### src/inc/dpsh_pkg.sv
// Constants, commands and states of the dual-port RAM port host controller
package dpsh_pkg;

  // Pin and counter widths
  localparam int ADDR_W = 13;
  localparam int DATA_W = 9;
  localparam int CNT_W = 8;

  // Clock period
  localparam int CLK_PERIOD_PS = 4000;

  // Pin timing, nanoseconds as printed for the fastest grade
  localparam int T_WC_NS = 12;
  localparam int T_EW_NS = 10;
  localparam int T_WP_NS = 10;
  localparam int T_WR_NS = 2;
  localparam int T_DW_NS = 10;
  localparam int T_WZ_NS = 10;
  localparam int T_HZ_NS = 10;
  localparam int T_AA_NS = 12;
  localparam int T_SAA_NS = 12;
  localparam int T_SWRD_NS = 5;

  // Least time in ns to whole cycles, rounded up, at least one
  function automatic int ns_to_cyc(input int ns);
    int c;
    c = (ns * 1000 + CLK_PERIOD_PS - 1) / CLK_PERIOD_PS;
    return (c < 1) ? 1 : c;
  endfunction : ns_to_cyc

  function automatic int max2(input int a, input int b);
    return (a > b) ? a : b;
  endfunction : max2

  // Strobe low time with output drive high
  localparam int WP_PLAIN = max2(max2(T_WP_NS, T_EW_NS), T_DW_NS);
  // Strobe low time if output drive were low during the write
  localparam int WP_OE_LOW = max2(WP_PLAIN, T_WZ_NS + T_DW_NS);

  localparam logic [CNT_W-1:0] WP_CYC = CNT_W'(ns_to_cyc(WP_PLAIN));
  localparam logic [CNT_W-1:0] WP_OE_LOW_CYC = CNT_W'(ns_to_cyc(WP_OE_LOW));
  localparam logic [CNT_W-1:0] WR_CYC = CNT_W'(ns_to_cyc(T_WR_NS));
  localparam logic [CNT_W-1:0] WC_CYC = CNT_W'(ns_to_cyc(T_WC_NS));
  localparam logic [CNT_W-1:0] HZ_CYC = CNT_W'(ns_to_cyc(T_HZ_NS));
  localparam logic [CNT_W-1:0] SWRD_CYC = CNT_W'(ns_to_cyc(T_SWRD_NS));
  // Two extra cycles cover the data input synchroniser
  localparam logic [CNT_W-1:0] SYNC_CYC = 8'h02;
  localparam logic [CNT_W-1:0] AA_CYC = CNT_W'(ns_to_cyc(T_AA_NS)) + SYNC_CYC;
  localparam logic [CNT_W-1:0] SAA_CYC = CNT_W'(ns_to_cyc(T_SAA_NS)) + SYNC_CYC;

  localparam logic [CNT_W-1:0] CNT_ZERO = 8'h00;
  localparam logic [CNT_W-1:0] CNT_ONE = 8'h01;

  // Idle pin levels
  localparam logic PIN_HIGH = 1'b1;
  localparam logic PIN_LOW = 1'b0;

  // Semaphore flag read-back bit
  localparam int FLAG_BIT = 0;

  // User commands
  typedef enum logic [1:0] {
    DPSH_ARRAY_WRITE,
    DPSH_ARRAY_READ,
    DPSH_FLAG_WRITE,
    DPSH_FLAG_READ
  } dpsh_cmd_t;

  // Sequencer states
  typedef enum logic [2:0] {
    ST_IDLE,
    ST_SETUP,
    ST_STROBE,
    ST_RECOVER,
    ST_ACCESS,
    ST_RELEASE
  } dpsh_state_t;

endpackage : dpsh_pkg

### src/design/dpsh_host.sv
// Host controller driving one port of a dual-port RAM with semaphore flags
// Notes on behaviour
// - Array needs chip select low, flag select high; flags need the reverse.
// - Address changes only while write strobe and selects are high.
// - Host never drives data while the device may be driving.
// - Select combination held stable for the whole select-to-end-of-write time.
// - Output drive held high through every write, so the write pulse is never stretched for driver turn-off.
// - Chip select stays high through flag write and its read-back.
// - At least 5 ns from a flag write to the next flag read.
`timescale 1ns/1ns
module dpsh_host (
  input wire logic clk,
  input wire logic rst_n,
  input wire logic req,
  input wire dpsh_pkg::dpsh_cmd_t cmd,
  input wire logic [dpsh_pkg::ADDR_W-1:0] addr,
  input wire logic [dpsh_pkg::DATA_W-1:0] wdata,
  output logic ready,
  output logic done,
  output logic [dpsh_pkg::DATA_W-1:0] rdata,
  output logic flag_value,
  output logic chip_select_n,
  output logic flag_select_n,
  output logic write_n,
  output logic output_drive_n,
  output logic [dpsh_pkg::ADDR_W-1:0] addr_pin,
  output logic [dpsh_pkg::DATA_W-1:0] data_out,
  output logic data_oe,
  input wire logic [dpsh_pkg::DATA_W-1:0] data_in
);
  import dpsh_pkg::*;

  dpsh_state_t state;
  dpsh_cmd_t op;
  logic [CNT_W-1:0] cnt;
  logic [CNT_W-1:0] flag_gap;
  logic [DATA_W-1:0] data_meta;
  logic [DATA_W-1:0] data_sync;
  logic [DATA_W-1:0] wbuf;
  logic is_write;
  logic is_flag;
  logic gap_block;
  logic take;

  assign is_write = (op == DPSH_ARRAY_WRITE) || (op == DPSH_FLAG_WRITE);
  assign is_flag = (op == DPSH_FLAG_WRITE) || (op == DPSH_FLAG_READ);

  // Flag read held off until the write-to-read gap has run out
  assign gap_block = (cmd == DPSH_FLAG_READ) && (flag_gap != CNT_ZERO);
  assign ready = (state == ST_IDLE) && !gap_block;
  assign take = req && ready;

  // Data pin synchroniser, first stage read only by the second
  always_ff @(posedge clk or negedge rst_n)
  begin
    if (!rst_n)
    begin
      data_meta <= '0;
      data_sync <= '0;
    end
    else
    begin
      data_meta <= data_in;
      data_sync <= data_meta;
    end
  end

  // Sequencer for write and read cycles
  always_ff @(posedge clk or negedge rst_n)
  begin
    if (!rst_n)
    begin
      state <= ST_IDLE;
      op <= DPSH_ARRAY_READ;
      cnt <= CNT_ZERO;
    end
    else
    begin
      case (state)
        ST_IDLE:
        begin
          if (take)
          begin
            op <= cmd;
            state <= ST_SETUP;
          end
        end
        ST_SETUP:
        begin
          // Address settled with strobe and selects high
          state <= is_write ? ST_STROBE : ST_ACCESS;
          cnt <= is_write ? WP_CYC : (is_flag ? SAA_CYC : AA_CYC);
        end
        ST_STROBE:
        begin
          if (cnt == CNT_ONE)
          begin
            state <= ST_RECOVER;
            cnt <= WR_CYC;
          end
          else
          begin
            cnt <= cnt - CNT_ONE;
          end
        end
        ST_RECOVER:
        begin
          // Address held past end of write
          if (cnt == CNT_ONE)
          begin
            state <= ST_IDLE;
          end
          else
          begin
            cnt <= cnt - CNT_ONE;
          end
        end
        ST_ACCESS:
        begin
          if (cnt == CNT_ONE)
          begin
            state <= ST_RELEASE;
            cnt <= HZ_CYC;
          end
          else
          begin
            cnt <= cnt - CNT_ONE;
          end
        end
        ST_RELEASE:
        begin
          // Wait for device drivers to float before host may drive
          if (cnt == CNT_ONE)
          begin
            state <= ST_IDLE;
          end
          else
          begin
            cnt <= cnt - CNT_ONE;
          end
        end
        default:
        begin
          state <= ST_IDLE;
          cnt <= CNT_ZERO;
        end
      endcase
    end
  end

  // Pin drive from state
  always_ff @(posedge clk or negedge rst_n)
  begin
    if (!rst_n)
    begin
      chip_select_n <= PIN_HIGH;
      flag_select_n <= PIN_HIGH;
      write_n <= PIN_HIGH;
      output_drive_n <= PIN_HIGH;
      data_oe <= PIN_LOW;
    end
    else
    begin
      chip_select_n <= PIN_HIGH;
      flag_select_n <= PIN_HIGH;
      write_n <= PIN_HIGH;
      output_drive_n <= PIN_HIGH;
      data_oe <= PIN_LOW;
      if ((state == ST_SETUP) || ((state == ST_STROBE) && (cnt != CNT_ONE)))
      begin
        if (is_write)
        begin
          // Select and strobe fall together, select held for the whole pulse
          chip_select_n <= is_flag;
          flag_select_n <= !is_flag;
          write_n <= PIN_LOW;
          data_oe <= PIN_HIGH;
        end
      end
      if ((state == ST_STROBE) && (cnt == CNT_ONE))
      begin
        // Data held one cycle past the rising strobe
        data_oe <= PIN_HIGH;
      end
      if (((state == ST_SETUP) && !is_write) || ((state == ST_ACCESS) && (cnt != CNT_ONE)))
      begin
        chip_select_n <= is_flag;
        flag_select_n <= !is_flag;
        output_drive_n <= PIN_LOW;
      end
    end
  end

  // Address and write data latched at command time, kept through reset
  // Reset cutting a write must not move the address under the rising strobe
  always_ff @(posedge clk)
  begin
    if (take)
    begin
      addr_pin <= addr;
      wbuf <= wdata;
    end
  end

  assign data_out = wbuf;

  // Gap counter started at end of each flag write
  always_ff @(posedge clk or negedge rst_n)
  begin
    if (!rst_n)
    begin
      flag_gap <= CNT_ZERO;
    end
    else if ((state == ST_STROBE) && (cnt == CNT_ONE) && (op == DPSH_FLAG_WRITE))
    begin
      flag_gap <= SWRD_CYC;
    end
    else if (flag_gap != CNT_ZERO)
    begin
      flag_gap <= flag_gap - CNT_ONE;
    end
  end

  // Read capture and completion pulse
  always_ff @(posedge clk or negedge rst_n)
  begin
    if (!rst_n)
    begin
      done <= PIN_LOW;
      rdata <= '0;
      flag_value <= PIN_LOW;
    end
    else
    begin
      done <= PIN_LOW;
      if ((state == ST_ACCESS) && (cnt == CNT_ONE))
      begin
        done <= PIN_HIGH;
        rdata <= data_sync;
        if (is_flag)
        begin
          // Flag winner decided by the device, value read back here
          flag_value <= data_sync[FLAG_BIT];
        end
      end
      if ((state == ST_RECOVER) && (cnt == CNT_ONE))
      begin
        done <= PIN_HIGH;
      end
    end
  end

endmodule : dpsh_host

### config.mk
export PLATFORM = sky130hd
export DESIGN_NAME = dpsh_host
export DESIGN_NICKNAME = d
export VERILOG_FILES = /design/src/inc/dpsh_pkg.sv /design/src/design/dpsh_host.sv
export SDC_FILE = /design/constraint.sdc
export NUM_CORES = 1
export LEC_CHECK = 0
export BUFFER_PORTS_ARGS = -buffer_cell sky130_fd_sc_hd__buf_2
export CAP_MARGIN = 0
export CORE_ASPECT_RATIO = 1.75
export CORE_MARGIN = 1
export CORE_UTILIZATION = 35
export CTS_BUF_LIST = sky130_fd_sc_hd__clkbuf_8
export CTS_CLUSTER_DIAMETER = 80
export DETAILED_ROUTE_END_ITERATION = 8
export HOLD_SLACK_MARGIN = 0.08
export MAX_ROUTING_LAYER = met4
export PLACE_DENSITY = 0.62
export SETUP_SLACK_MARGIN = 0.1
export SYNTH_ARGS = -nofsm -noshare
export SYNTH_HDL_FRONTEND = slang
export SYNTH_SLANG_ARGS = --single-unit
### constraint.sdc
create_clock -name clk -period 7.22 [get_ports clk]
set_input_delay 1.083 -clock clk [delete_from_list [all_inputs] [get_ports clk]]
set_output_delay 1.083 -clock clk [all_outputs]
set_load 0.01 [all_outputs]
==> flow_summary.yaml <==
run_status:
  status: "finished, final reports clean"
global_routing:
  grt_pass1_vias: 2290
  antenna_found_initial: 0
  grt_max_degree: 56
  grtUsageTotal_pct: 15.7
  gr-total-overflow: 0
  grt_pass1_wl_um: 10500
power_and_ir_drop:
  p_per_area_mw_per_mm2: 404
  peakVddDrop_mv: 0.252
  finalPower_mw: 1.56
  leakagePower_nw: 1.66
placement:
  hpwl_um: 5000
  globalplace.congestion: 0.936
  detailedPlace.worstSlack_ps: 4290
  io_buffers: 74
sta:
  slew_headroom_pct: 44.7
  slew_violations: 0
  fin_setup_tns_ps: 0
  period_share_pct: 45.5
  fin_ws_ps: 3930
  finClkSkew_ps: 13.7
  max_freq_mhz: 304
  finalCriticalPeriod_ps: 3290
  setup_viol: 0
  final_hold_viol_count: 0
  tightest_slew_ps: 830
  holdWs_ps: 353
  rsz0062_at_grt: "no"
clock_tree:
  hold_buffers: 0
  clock_path_buffers: 2
  clk_pin_slew_ps: 70
  h-tree-depth: 3
  cts_root_buf: "clkbuf_8"
  clock-sinks: 77
  postCtsSetupRepairBufs: 0
  ctsResizeCount: 0
  cts_tree: "built"
  clkLatencyLatePin_ps: 350
  cts_buffers: 9
layout:
  antenna_cells: 0
  n_fill_cell: 863
  ff_latch_area_mm2: 0.00204
  multi_input_area_mm2: 0.00109
  finish.utilization_pct: 43.8
  syn_to_final_growth_pct: 20.3
  nets: 364
  drive_gt1_share_pct: 37.1
yosys:
  async_reset_ff_share_pct: 71.4
  syn_area_mm2: 0.00320
  synth_warnings: 0
  netlist_instances: 246
  synth-edff-count: 22
  avgSynthCellArea_um2: 13.0
  yosysUniqueCellTypes: 55
  synth_area_leaders: "dfrtp_1 39%, edfxtp_1 21%, mux2_2 4.6%"
  yosysSeqAreaShare_pct: 63.9
  synth_area_leader_cell: "dfrtp_1"
  synth_common_cells: "50 x dfrtp_1, 22 x edfxtp_1, 20 x nor2_1"
  yosys.area.top_type_share_pct: 39.1
  yosysMostFrequentCell: "dfrtp_1"
  syn_nets: 286
  synthFlopType: "dfrtp_1"
  synth_seq_cells: 77
worst_setup_path:
  critPathKind: "reg2out"
  critical_path.startpoint_type: "register"
  reg2regPathDepth: 3
  worstPathMaxFanout: 7
  arrival_ps: 2200
  reg2reg_slack_ps: 4650
  reg2reg_from: "state[2]$_DFFE_PN0P_"
  crit_required_ps: 6140
  crit_path_end_kind: "primary output"
  r2r_end: "addr_pin[9]$_DFFE_PP_"
run:
  cap_violations: 0
die:
  rows: 45
  die_w_um: 74.3
  coreArea_mm2: 0.00878
  ios: 75
  die-area_mm2: 0.00954
  die_h_um: 128
  start_util_pct: 36.4
detailed_routing:
  drc_errors: 0
  avgRoutedWirePerCell_um: 15.4
  antenna_left: 0
  drt-total-wl_um: 6890
  viasPerCell: 5.11
  dr_total_vias: 2279
  drt-pass1-iter-count: 5
  first_iter_violations: 87
worst_hold_path:
  hold_end: "data_sync[3]$_DFF_PN0_"
  hold_class: "reg2reg"
  min_path_cells: 0
  min-delay-start: "data_meta[3]$_DFF_PN0_"
metal layers:
layer  track usage [%]  routed length, um  vias up
li1                  -                  -     1059
met1              14.7               2430     1116
met2              26.2               3830       73
met3              3.13                252       31
met4              13.9                378        0
met5                 -                  0        -
sequential cells by signal (all words and copies together) (netlist names):
register        flops
chip_select_n       1
state               3
write_n             1
flag_value          1
addr_pin           13
data_sync           9
flag_gap            8
op                  2
flag_select_n       1
data_meta           9
done                1
cnt                 8
data_out            9
data_oe             1
rdata               9
output_drive_n      1
report_power, final:
group | internal [mW] | total (mW) | switching [mW]
clock network | 0.123 | 0.276 | 0.153
registers | 0.581 | 0.699 | 0.118
logic | 0.258 | 0.581 | 0.323
metrics by stage:
| step | area [um2] | instances |
|---|---|---|
| 2_1_floorplan | 3200 | 246 |
| 3_3_place_gp | 3680 | 430 |
| 3_5_place_dp | 3680 | 430 |
| 4_1_cts | 3850 | 446 |
| 5_1_grt | 3850 | 446 |
| 6_report | 3850 | 446 |
layout by cell type (no fill, tap or decap), types with 5 or more instances in the layout:
cell / n
dfstp_2: 5
edfxtp_1: 22
nand3_1: 6
nor3_1: 6
nor2_1: 20
a21oi_1: 10
buf_2: 74
nand2_1: 12
mux2_2: 13
clkbuf_8: 9
o211ai_1: 5
dfrtp_1: 50
o21ai_0: 13
inv_1: 8
cell type report:
cell class              instances  area share (%)
well taps                     117            3.80
repair buffers                 75            9.82
clock buffers                   9            3.22
clock inverters                 7            1.11
inverters                       7           0.683
multi-input cells             154            28.3
flip-flops and latches         77            53.1
critical path, stage by stage, from the launching register on:
cell     delay (ps)
dfrtp_1         410
or4_1           650
or3_4           410
a31oi_1         230
buf_2           170
worst max-delay path by stage:
stage	slack, ps	cells past startpoint	startpoint	to
after floorplan	4470	4	flag_gap[4]$_DFFE_PN0P_	ready
after global placement	4320	4	flag_gap[4]$_DFFE_PN0P_	ready
after detailed placement	4290	4	flag_gap[4]$_DFFE_PN0P_	ready
after CTS	3910	4	flag_gap[4]$_DFFE_PN0P_	ready
after global routing	3840	4	flag_gap[4]$_DFFE_PN0P_	ready
final	3930	4	flag_gap[4]$_DFFE_PN0P_	ready
cells by family after synthesis:
kind of cell               Yosys count  synth area share, %
buffers and inverters               15                 2.07
DFF                                 77                 63.9
xor gates and xnor gates             7                 1.92
adders and majority gates            4                 1.57
muxes                               16                 5.67
AOI/OAI and AO/OA                   51                 11.2
and+or+nand+nor                     76                 13.7
(Power assumes the default switching activity.)
